### src/core/scale_port_defs.svh
// Constants for the multidrop scale command port.
`ifndef SCALE_PORT_DEFS_SVH
`define SCALE_PORT_DEFS_SVH
`define CHAR_CR        8'h0d
`define CHAR_ZERO      8'h30
`define CHAR_NINE      8'h39
`define CMD_PRINT      8'h57
`define CMD_ZERO       8'h5a
`define CMD_DUMP       8'h44
`define ADDR_BCAST     7'h00
`define ADDR_RESET     7'h00
`define ADDR_MAX       7'h63
`define BUF_DEPTH      9'h100
`define DIGIT_TEN      7'h0a
`endif

### src/core/scale_port_pkg.sv
// Types shared by the multidrop scale command port.
package scale_port_pkg;
   typedef enum logic [2:0] {
      PS_IDLE, PS_ADDR1, PS_CMD, PS_END, PS_SKIP
   } parse_state_t;
   typedef enum logic [1:0] {
      CMD_NONE, CMD_PRINT, CMD_ZERO, CMD_DUMP
   } scale_command_field_t;
endpackage

### src/core/scale_cmd_if.sv
// Interface carrying decoded commands from the frame parser to the port core.
`timescale 1ns/10ps
interface scale_cmd_if;
   logic                                 valid;  // One-cycle command pulse.
   scale_port_pkg::scale_command_field_t cmd;    // Decoded command.
   logic                                 bcast;  // Frame was broadcast.
   modport parser (output valid, output cmd, output bcast);
   modport core   (input valid, input cmd, input bcast);
endinterface

### src/core/scale_command_port.sv
// Top of the multidrop scale command port: print buffer and bus control.
`timescale 1ns/10ps
`include "scale_port_defs.svh"
module scale_command_port (
   // Clock and reset.
   input  wire logic        core_clk_i,
   input  wire logic        rst_n_i,
   // Configuration from setup.
   input  wire logic        multidrop_en_i,
   input  wire logic [6:0]  bus_addr_i,
   input  wire logic        addr_load_i,
   // Received character stream from the line receiver.
   input  wire logic        rx_valid_i,
   input  wire logic [7:0]  rx_data_i,
   // Formatted print data from the weight formatter.
   input  wire logic        print_valid_i,
   input  wire logic [7:0]  print_data_i,
   // Transmit character stream to the line transmitter.
   input  wire logic        tx_ready_i,
   output logic             tx_valid_o,
   output logic [7:0]       tx_data_o,
   output logic             bus_drive_en_o,
   // Requests to the weighing core.
   output logic             print_req_o,
   output logic             zero_req_o,
   // Status.
   output logic [8:0]       buf_count_o,
   output logic [6:0]       bus_addr_o
);
   // Whole core state in one struct. The buffer sits in it as well, so a
   // reset empties the buffer and one register process holds everything.
   typedef struct packed {
      logic [255:0][7:0] mem;        // Byte slots of the print buffer.
      logic [6:0]        addr;       // Configured bus address.
      logic [7:0]        wr_ptr;     // Next write slot.
      logic [7:0]        rd_ptr;     // Oldest stored byte.
      logic [8:0]        count;      // Bytes held.
      logic              dumping;    // Dump in progress, bus owned.
      logic              tx_valid;   // Byte offered to the line transmitter.
      logic [7:0]        tx_data;    // Byte being offered.
      logic              drive_en;   // Line driver enabled.
      logic              print_req;  // One-cycle request for a new reading.
      logic              zero_req;   // One-cycle request to zero the scale.
   } core_state_t;
   core_state_t r;       // Registered state.
   core_state_t next_r;  // Value for the next edge.
   logic        buf_wr;  // Write into the buffer this cycle.

   // How a dump runs, counted from the edge that takes the carriage return:
   // that same edge makes the parser show the decoded command, the next edge
   // takes the bus, and the edge after that offers the oldest byte. Each
   // edge with the transmitter ready then offers the next byte. Once the
   // buffer is empty and the last byte has been taken, that same edge lets
   // go of the bus, and the node stays silent until the next dump.

   // The buffer is a ring of byte slots. When it is full, a new byte takes
   // the oldest slot and the read pointer moves on, so a dump returns the
   // newest bytes that fit, oldest first. A reading cut in two this way is a
   // limitation the host has to live with; dumping often avoids it.

   // A mode change counts as a setup action: leaving multidrop mode drops
   // whatever the buffer holds, and entering it releases the bus at its first edge.

   // Decoded commands travel from the parser to this core on one link.
   scale_cmd_if cmd_bus ();

   // Step a buffer pointer; the 8-bit pointer wraps at the buffer's end.
   // Both pointers use it, so the wrap rule sits in one place.
   function automatic logic [7:0] ptr_inc(input logic [7:0] p);
      ptr_inc = p + 8'h01;
   endfunction

   // Frame parser feeding decoded commands. It sees the registered address,
   // so a new address applies from the next character on. Characters are
   // only parsed in multidrop mode; a point-to-point link decodes nothing.
   scale_frame_parser u_parser (
      .core_clk_i (core_clk_i),
      .rst_n_i    (rst_n_i),
      .rx_valid_i (rx_valid_i & multidrop_en_i),
      .rx_data_i  (rx_data_i),
      .bus_addr_i (r.addr),
      .cmd_o      (cmd_bus.parser)
   );

   // Buffer writes happen only in multidrop mode; direct mode bypasses it.
   // Every print source lands here, the panel key and the print command alike.
   assign buf_wr = multidrop_en_i && print_valid_i;

   // Next-state logic for the address, the buffer and the transmitter.
   // Later blocks override earlier ones, so the direct-mode clear at the
   // end wins over any buffer update in the same cycle.
   always_comb begin
      logic pop;
      pop = 1'b0;
      next_r = r;
      // Request outputs are pulses and fall back unless set again below.
      next_r.print_req = 1'b0;
      next_r.zero_req  = 1'b0;
      // Address only changes through setup; values above 99 are refused.
      // The factory value 00 answers broadcasts only.
      if (addr_load_i && bus_addr_i <= `ADDR_MAX) begin
         next_r.addr = bus_addr_i;
      end
      // A decoded command arrives one cycle after its carriage return.
      if (cmd_bus.valid) begin
         case (cmd_bus.cmd)
            // Print asks the formatter; its bytes come back on the print input.
            scale_port_pkg::CMD_PRINT: next_r.print_req = 1'b1;
            // Zero does what the front-panel key does.
            scale_port_pkg::CMD_ZERO:  next_r.zero_req = 1'b1;
            scale_port_pkg::CMD_DUMP: begin
               // Broadcast dump is still honoured; the master must not send it.
               // A second dump while one runs changes nothing.
               if (!r.dumping) begin
                  // The bus is taken here; the first byte follows one edge later.
                  next_r.dumping = 1'b1;
                  next_r.drive_en = 1'b1;
               end
            end
            // No command: nothing to do.
            default: next_r.print_req = 1'b0;
         endcase
      end
      if (!multidrop_en_i) begin
         // Point-to-point: print data goes straight out, bus always driven.
         // A byte offered while the transmitter is busy is lost, since this
         // mode has no buffer of its own.
         next_r.dumping  = 1'b0;
         next_r.drive_en = 1'b1;
         if (!r.tx_valid || tx_ready_i) begin
            next_r.tx_valid = print_valid_i;
            next_r.tx_data  = print_data_i;
         end
      end else begin
         // Multidrop: the line belongs to the master unless a dump runs.
         // The transmitter took the offered byte.
         if (r.tx_valid && tx_ready_i) begin
            next_r.tx_valid = 1'b0;
         end
         // While dumping, offer the oldest byte as soon as the slot is free.
         if (r.dumping && (!r.tx_valid || tx_ready_i)) begin
            if (r.count != 9'h000) begin
               pop = 1'b1;
               next_r.tx_valid = 1'b1;
               next_r.tx_data  = r.mem[r.rd_ptr];
            end else begin
               // Buffer empty and last byte taken: release the bus.
               next_r.dumping  = 1'b0;
               next_r.drive_en = 1'b0;
            end
         end
         // Outside a dump the node stays off the shared line.
         if (!r.dumping && !next_r.dumping) begin
            next_r.drive_en = 1'b0;
         end
      end
      // Buffer write; a full buffer drops its oldest byte to keep the newest.
      // A write and a dump read in one cycle move both pointers together.
      if (buf_wr) begin
         next_r.mem[r.wr_ptr] = print_data_i;
         next_r.wr_ptr = ptr_inc(r.wr_ptr);
         if (r.count == `BUF_DEPTH && !pop) begin
            // Full: the oldest byte is overwritten and the count stays.
            next_r.rd_ptr = ptr_inc(r.rd_ptr);
         end else if (!pop) begin
            // Room left: one more byte is held.
            next_r.count = r.count + 9'h001;
         end else begin
            // One in, one out: the count stays.
            next_r.rd_ptr = ptr_inc(r.rd_ptr);
         end
      end else if (pop) begin
         // One out: the dump frees a slot.
         next_r.rd_ptr = ptr_inc(r.rd_ptr);
         next_r.count  = r.count - 9'h001;
      end
      // Direct mode empties the buffer, so stale readings never reach a dump.
      if (!multidrop_en_i) begin
         next_r.count  = 9'h000;
         next_r.rd_ptr = 8'h00;
         next_r.wr_ptr = 8'h00;
      end
   end

   // State register. Its reset branch loads constants only, and the
   // address returns to its factory value here.
   always_ff @(posedge core_clk_i or negedge rst_n_i) begin
      if (!rst_n_i) begin
         r <= '0;
         r.addr <= `ADDR_RESET;
      end else begin
         r <= next_r;
      end
   end

   // Nothing combinational reaches a pin: every output is a field of the
   // state register, which keeps the line driver enable free of glitches.
   assign tx_valid_o     = r.tx_valid;
   assign tx_data_o      = r.tx_data;
   assign bus_drive_en_o = r.drive_en;
   assign print_req_o    = r.print_req;
   assign zero_req_o     = r.zero_req;
   assign buf_count_o    = r.count;
   assign bus_addr_o     = r.addr;
endmodule

### src/core/scale_frame_parser.sv
// Frame parser: address, command character and carriage return.
`timescale 1ns/10ps
`include "scale_port_defs.svh"
module scale_frame_parser (
   // Clock and reset.
   input  wire logic        core_clk_i,
   input  wire logic        rst_n_i,
   // Received characters and configuration.
   input  wire logic        rx_valid_i,
   input  wire logic [7:0]  rx_data_i,
   input  wire logic [6:0]  bus_addr_i,
   // Decoded commands.
   scale_cmd_if.parser      cmd_o
);
   // Whole parser state in one struct.
   typedef struct packed {
      scale_port_pkg::parse_state_t         st;
      logic [6:0]                           addr;
      scale_port_pkg::scale_command_field_t cmd;
      logic                                 valid;
      scale_port_pkg::scale_command_field_t out_cmd;
      logic                                 bcast;
   } parser_state_t;
   parser_state_t r;
   parser_state_t next_r;

   // True for an ASCII decimal digit.
   function automatic logic is_digit(input logic [7:0] c);
      is_digit = (c >= `CHAR_ZERO) && (c <= `CHAR_NINE);
   endfunction

   // Next-state logic; any bad character drops the frame until CR.
   always_comb begin
      logic [6:0] full_addr;
      full_addr = 7'h00;
      next_r = r;
      next_r.valid = 1'b0;
      if (rx_valid_i) begin
         case (r.st)
            scale_port_pkg::PS_IDLE: begin
               if (is_digit(rx_data_i)) begin
                  next_r.addr = 7'((rx_data_i - `CHAR_ZERO) * `DIGIT_TEN);
                  next_r.st = scale_port_pkg::PS_ADDR1;
               end else if (rx_data_i != `CHAR_CR) begin
                  next_r.st = scale_port_pkg::PS_SKIP;
               end
            end
            scale_port_pkg::PS_ADDR1: begin
               full_addr = r.addr + 7'(rx_data_i - `CHAR_ZERO);
               if (!is_digit(rx_data_i)) begin
                  next_r.st = (rx_data_i == `CHAR_CR) ? scale_port_pkg::PS_IDLE
                                                      : scale_port_pkg::PS_SKIP;
               end else if (full_addr == `ADDR_BCAST || full_addr == bus_addr_i) begin
                  next_r.addr = full_addr;
                  next_r.st = scale_port_pkg::PS_CMD;
               end else begin
                  next_r.st = scale_port_pkg::PS_SKIP;
               end
            end
            scale_port_pkg::PS_CMD: begin
               next_r.st = scale_port_pkg::PS_END;
               case (rx_data_i)
                  `CMD_PRINT: next_r.cmd = scale_port_pkg::CMD_PRINT;
                  `CMD_ZERO:  next_r.cmd = scale_port_pkg::CMD_ZERO;
                  `CMD_DUMP:  next_r.cmd = scale_port_pkg::CMD_DUMP;
                  `CHAR_CR:   next_r.st = scale_port_pkg::PS_IDLE;
                  default:    next_r.st = scale_port_pkg::PS_SKIP;
               endcase
            end
            scale_port_pkg::PS_END: begin
               if (rx_data_i == `CHAR_CR) begin
                  next_r.valid = 1'b1;
                  next_r.out_cmd = r.cmd;
                  next_r.bcast = (r.addr == `ADDR_BCAST);
                  next_r.st = scale_port_pkg::PS_IDLE;
               end else begin
                  next_r.st = scale_port_pkg::PS_SKIP;
               end
            end
            scale_port_pkg::PS_SKIP: begin
               if (rx_data_i == `CHAR_CR) begin
                  next_r.st = scale_port_pkg::PS_IDLE;
               end
            end
            default: next_r.st = scale_port_pkg::PS_IDLE;
         endcase
      end
   end

   // State register.
   always_ff @(posedge core_clk_i or negedge rst_n_i) begin
      if (!rst_n_i) begin
         r <= '0;
      end else begin
         r <= next_r;
      end
   end

   assign cmd_o.valid = r.valid;
   assign cmd_o.cmd   = r.out_cmd;
   assign cmd_o.bcast = r.bcast;
endmodule

### config.mk
export PLATFORM = sky130hd
export DESIGN_NAME = scale_command_port
export DESIGN_NICKNAME = d
export VERILOG_FILES = /design/src/core/scale_port_pkg.sv /design/src/core/scale_cmd_if.sv /design/src/core/scale_command_port.sv /design/src/core/scale_frame_parser.sv
export VERILOG_INCLUDE_DIRS = /design/src /design/src/core
export SDC_FILE = /design/constraint.sdc
export NUM_CORES = 2
export LEC_CHECK = 0
export BUFFER_PORTS_ARGS = -buffer_cell sky130_fd_sc_hd__buf_2
export CAP_MARGIN = 20
export CORE_MARGIN = 1
export CORE_UTILIZATION = 49
export CTS_CLUSTER_DIAMETER = 50
export DETAILED_ROUTE_END_ITERATION = 8
export PLACE_DENSITY = 0.77
export SLEW_MARGIN = 20
export SYNTH_ARGS = -nofsm -noshare
export SYNTH_HDL_FRONTEND = slang
export SYNTH_SLANG_ARGS = --single-unit
### constraint.sdc
create_clock -name core_clk_i -period 2.75 [get_ports core_clk_i]
set_input_delay 0.4125 -clock core_clk_i [delete_from_list [all_inputs] [get_ports core_clk_i]]
set_output_delay 0.4125 -clock core_clk_i [all_outputs]
set_load 0.01 [all_outputs]
**After elaboration in Yosys (flattened, before gate mapping)**

Cells that the tools add are included.

- Register bits: 2109
- Input port bits: 30
- Output and inout bits: 28
- Word-level logic and storage cells: 389

- Add/sub/neg operators: 6
- Multipliers: 1
- Order comparisons: 6
- Equal/unequal tests: 26
- Mux-type cells: 48
- Bitwise logic cells: 1
- Reductions and logical operators: 29

Operators with widths:

| kind | number |
|---|---|
| 2048-bit bitwise mux | 1 |
| 8-bit binary-select mux with 8-bit select | 1 |
| 8-bit demux with 8-bit select | 1 |
| 8-bit 2-to-1 mux | 5 |
| 9-bit 2-to-1 mux | 4 |
| 17-bit 2-to-1 mux | 2 |
| 11-bit 2-to-1 mux | 3 |
| 25-bit 2-to-1 mux | 1 |
| 8-bit by 7-bit equality test with 1-bit output, second input constant | 3 |
| 3-bit 2-to-1 mux | 7 |
| 7-bit 2-to-1 mux | 3 |
| 8-bit by 9-bit less-than comparator with 1-bit output, second input constant | 2 |
| 8-bit by 1-bit adder with 8-bit output, second input constant | 2 |
| 3-bit case mux with 5 select lines | 1 |
| 3-bit AND reduction | 5 |
| 7-bit zero test | 2 |
| 2-bit by 1-bit inequality test with 1-bit output, second input constant | 7 |
| 7-bit case mux with 2 select lines | 1 |
| 1-bit 2-to-1 mux | 13 |
| 4-bit 2-to-1 mux | 3 |
| 9-bit by 1-bit adder with 9-bit output, second input constant | 1 |
| 9-bit equality test, second input constant | 1 |
| 3-bit by 1-bit inequality test with 1-bit output, second input constant | 3 |
| 9-bit nonzero test | 1 |
| 29 further kinds | 44 |

**Logic depth before layout (Yosys ltp)**

- Word-level depth: 10
- Depth in mapped cells: 13
- Gate-level depth less buffers: 11

**Cells and area by module**

From an unflattened synthesis, not the netlist that was laid out.

- Cells, all modules: 6716
- Area, all modules: 96089.7 sq um

Modules (own cells, without submodules):

| module | times used | cells an instance | area each (sq um) | seq. area each (sq um) |
|---|---|---|---|---|
| scale_command_port | 1 | 6563 | 94622.0 | 52375.2 |
| scale_frame_parser | 1 | 153 | 1467.7 | 400.4 |

**Least setup slack after synthesis**

No wires, ideal clock.

- Kind: input -> register
- Start point: input port rx_data_i[0]
- End point: register u_parser.r[10] (netlist name)
- Library setup time: 0.125 ns
- Arrival: 2.689 ns
- Data required time: 2.625 ns
- Setup slack: -0.063 ns
- Stages: 11
- Path buffers: 1
- Cell sequence: ha_1 > fa_1 > a211oi_1 > o21bai_1 > a21oi_1 > xnor2_1 > xnor2_1 > a31o_2 > o21a_1 > clkbuf_1 > mux2_2

- Cells in the longest elaborated chain, start to end: 6
- Elaborated cells on any way between the ends: 17
- Classes of those cells: add/sub (2); mul (1); order compare (2); eq/ne (4); mux (4); reduce/logical (4)

Ends and longest elaborated chain:

| what | RTL line | text |
|---|---|---|
| from (decl) | scale_command_port.sv:14 | `input wire logic [7:0] rx_data_i,` |
| parallel branches: the longest is 6 deep, another holds 8-bit by 6-bit subtractor with 8-bit output | - |  |
| to (signal assigned) | scale_frame_parser.sv:95 | `r <= next_r;` |
| to (decl) | scale_frame_parser.sv:24 | `parser_state_t r;` |

Several ways; the timed one is not identified. The select of a mux whose other input is x is not followed.
A chain may end at the register's enable or synchronous reset.

**Worst setup path in the final report**

- Start point: register r[22] (netlist name)
- End point: register r, in the netlist tx_data_o[5]

- Cells in the longest elaborated chain, start to end: 6

Ends and longest elaborated chain:

| what | RTL line | text |
|---|---|---|
| from (decl) | scale_command_port.sv:45 | `core_state_t r;` |
| from (signal assigned) | scale_command_port.sv:192 | `r <= next_r;` |
| 8-bit binary-select mux with 8-bit select | scale_command_port.sv:145 | `next_r.tx_data = r.mem[r.rd_ptr];` |
| 8-bit 2-to-1 mux (not written as such) | scale_command_port.sv:145 |  |
| 9-bit 2-to-1 mux | scale_command_port.sv:142 | `if (r.count != 9'h000) begin` |
| 11-bit 2-to-1 mux | scale_command_port.sv:141 | `if (r.dumping && (!r.tx_valid \|\| tx_ready_i)) begin` |
| 11-bit 2-to-1 mux (2 in a row) | scale_command_port.sv:124 | `if (!multidrop_en_i) begin` |

No other way between the ends. The select of a mux whose other input is x is not followed.

==> results.cfg <==
[power]
power_density_nw_per_um2 = 622
power_uw = 71000
p_leak_uw = 0.0546
p_int_uw = 52800
vdd_drop_max_v = 0.000694
switching_share_pct = 25.6
seqPwrFrac_pct = 44.4
combPwrFrac_pct = 13.3
power_frac_clock_pct = 42.4
p_sw_uw = 18200

[route]
drc = 0
drtPass1Iterations = 6
vias = 62039
drt-initial-drc-count = 5890
routed_wl_mm = 272
vias_per_cell = 6.25
wl_per_cell_um = 27.4
ant_nets = 0

[clock_network]
cts_buffers = 211
clock_latency_ns = 0.88
cts_tree = done
clockRootBuffer = clkbuf_16
cts_buffer_depth = 3
numClockSinks = 2108
htree_num_levels = 4
clk_pin_slew_ns = 0.07

[yosys]
postSynthCellCount = 6617
yosys.cell_types.count = 62
postSynthAreaPerCell_um2 = 14.7
synth_edf_count = 0
seq_area_frac_synth_pct = 54.1
async_reset_ff_share_pct = 100
synth_area_um2 = 97500
ys.flop_type = dfrtp_1
ys_warn_count = 0
synth_nets = 6675
synth_seq_cells = 2108

[worst_hold_path]
hold_path_class = in2reg
holdPathStages = 4
holdPathEnd = u_parser.r[6]
hp-start = rx_data_i[0]

[place]
placedCellCount = 9480
gp_congestion = 0.937
pre_cts_ws_ns = -0.967
port_buffers = 57
detailed_place_hpwl_mm = 175

[sta]
post-route-min-period_ns = 3.27
drv_slew = 0
min_period_over_period_pct = 119
max_freq_mhz = 306
slew_headroom_pct = 35.1
clock_skew_ns = 0.0639
hold_violations = 0
max_slew.worst_pin.slew_ns = 0.973
totalNegativeSetupSlack_ns = -3.53
setup_viol = 14
worst_slack_ns = -0.519
rsz0062_at_grt = true

[finish]
final_cell_mix = 2104 x dfrtp_1, 2075 x mux2_2, 590 x buf_4
multi_input_area_um2 = 42900
finalNetCount = 7171
instances_no_fill = 9934
post-route-util_pct = 57.8
area_growth_pct = 17.2
regArea_um2 = 52800
drive_gt1_share_pct = 51.3
fill_cells = 14744
final_common_cell = dfrtp_1

[setup_path]
reg2regPathDepth = 11
start_kind = flip-flop
crit_start = r[22]
arrival_ns = 4.08
rr_startpoint = r[22]
cp.required_ns = 3.56
critPathKind = reg2reg
worstPathMaxFanout = 11
cp-end-kind = flip-flop
rr_endpoint = tx_data_o[5]
rrSetupSlack_ns = -0.52

[run_status]
violations = negative setup slack
status = finished, violations left

[floorplan]
start_util_pct = 49.4
fp.dieH_um = 448
fp-row-count = 163
core-area_um2 = 197000
pin_count = 58
die-area_um2 = 201000
die_x_um = 448

[job]
maxCapViolCount = 0

[grt]
grt_max_degree = 150
grt_pass1_vias = 65332
grt_pass1_wl_mm = 413
grt_usage_pct = 27.1
grt_overflow = 0
antenna_found_initial = 9
Yosys cell counts, drive strengths merged, types with 8 or more instances:
cell | number | area, um^2
xor2 | 8 | 70.1
nor2 | 262 | 983
nand2b | 10 | 62.6
xnor2 | 26 | 228
a2111oi | 27 | 236
nand3 | 59 | 295
a221oi | 8 | 70.1
a311oi | 15 | 131
mux2i | 296 | 2960
nor3 | 55 | 275
dfrtp | 2108 | 52800
o221ai | 111 | 972
a211oi | 29 | 218
clkbuf | 369 | 1390
buf | 153 | 1110
a21oi | 97 | 485
inv | 16 | 60.1
nand2 | 153 | 574
mux2 | 2081 | 23400
nand4 | 11 | 68.8
nor3b | 10 | 75.1
nor2b | 22 | 138
o21ai | 66 | 330
mux4 | 386 | 8690
a22o | 18 | 158
ha | 25 | 313
and2 | 25 | 156
and3 | 16 | 100
a22oi | 15 | 113
o22ai | 68 | 425
stage by stage:
stage                     hold WS (ns)  instance area, um^2
after floorplan                  0.117                97500
after global placement           0.374               105000
after detailed placement         0.377               105000
after CTS                       0.0154               113000
after global routing            0.0791               114000
final                           0.0423               114000
routing by layer:
| metal | share of wire [%] | up-vias | track usage, % |
|---|---|---|---|
| met5 | 0.030 | - | 0 |
| met4 | 5.2 | 8 | 13.2 |
| met3 | 7.1 | 719 | 5.30 |
| met2 | 47 | 2440 | 42.8 |
| met1 | 40 | 33177 | 36.1 |
| li1 | - | 25695 | - |
critical path, stage by stage (launching register included):
cell and delay [ns]:
dfrtp_4 0.56, buf_12 0.17, buf_12 0.15, buf_6 0.13, buf_16 0.15, buf_4 0.18
mux4_2 0.40, a21oi_1 0.09, a2111oi_1 0.79, o221ai_2 0.26, nand3_2 0.14, a221o_1 0.14
cell type report:
class                   count  share of cell area [%]
well taps                2640                    2.89
repair buffers            805                    6.86
diodes                      5                  0.0110
inverters                  19                  0.0668
clock inverters            82                   0.982
clock buffers             307                    5.42
multi-input cells        3968                    37.6
flip-flops and latches   2108                    46.2
power groups by stage:
stage | clock network (uW) | logic, uW | registers, uW
after CTS | 30300 | 8990 | 31500
after global placement | 0 | 8440 | 32000
after detailed placement | 0 | 8560 | 32000
after global routing | 31700 | 9940 | 31500
final | 30100 | 9430 | 31500
after floorplan | 0 | 5400 | 31900
state kept, by name (all words and copies together), names as in the netlist:
register,count
tx_valid_o,1
r,2065
u_parser.cmd_o.valid,1
bus_drive_en_o,1
buf_count_o,9
zero_req_o,1
print_req_o,1
u_parser.cmd_o.cmd,2
bus_addr_o,7
u_parser.r,12
tx_data_o,8
cells by family (layout without fill, tap and decap cells):
logic type               after synthesis  in the layout  share of synthesized area [%]
AO/OA/AOI/OAI                        500            500                           3.61
XOR/XNOR                              34             34                          0.306
adder cells (fa/ha/maj)               28             28                          0.383
buffers and inverters                541           1213                           2.63
flip-flops                          2108           2108                           54.1
multiplexers                        2763           2763                           36.0
other                                  0              5                              0
AND/OR/NAND/NOR                      643            643                           2.94
what timing repair did:
action,in CTS,in global routing
resized for setup,74,112
setup buffers,21,15
setup endpoints to repair,16,63
pin swaps,15,44
hold buffers,14,0
hold endpoints to repair,704,0
cloned,3,10
how the worst max path moves through the flow:
stage                           endpoint  slack [ns]  cells past startpoint
after floorplan           u_parser.r[10]        0.03                     11
after global routing        tx_data_o[2]       -0.57                     11
final                       tx_data_o[5]       -0.52                     11
after global placement      tx_data_o[5]       -0.95                     10
after CTS                   tx_data_o[5]       -0.43                     10
after detailed placement    tx_data_o[5]       -0.97                     10
No activity file was read; power rests on OpenSTA's default activity.
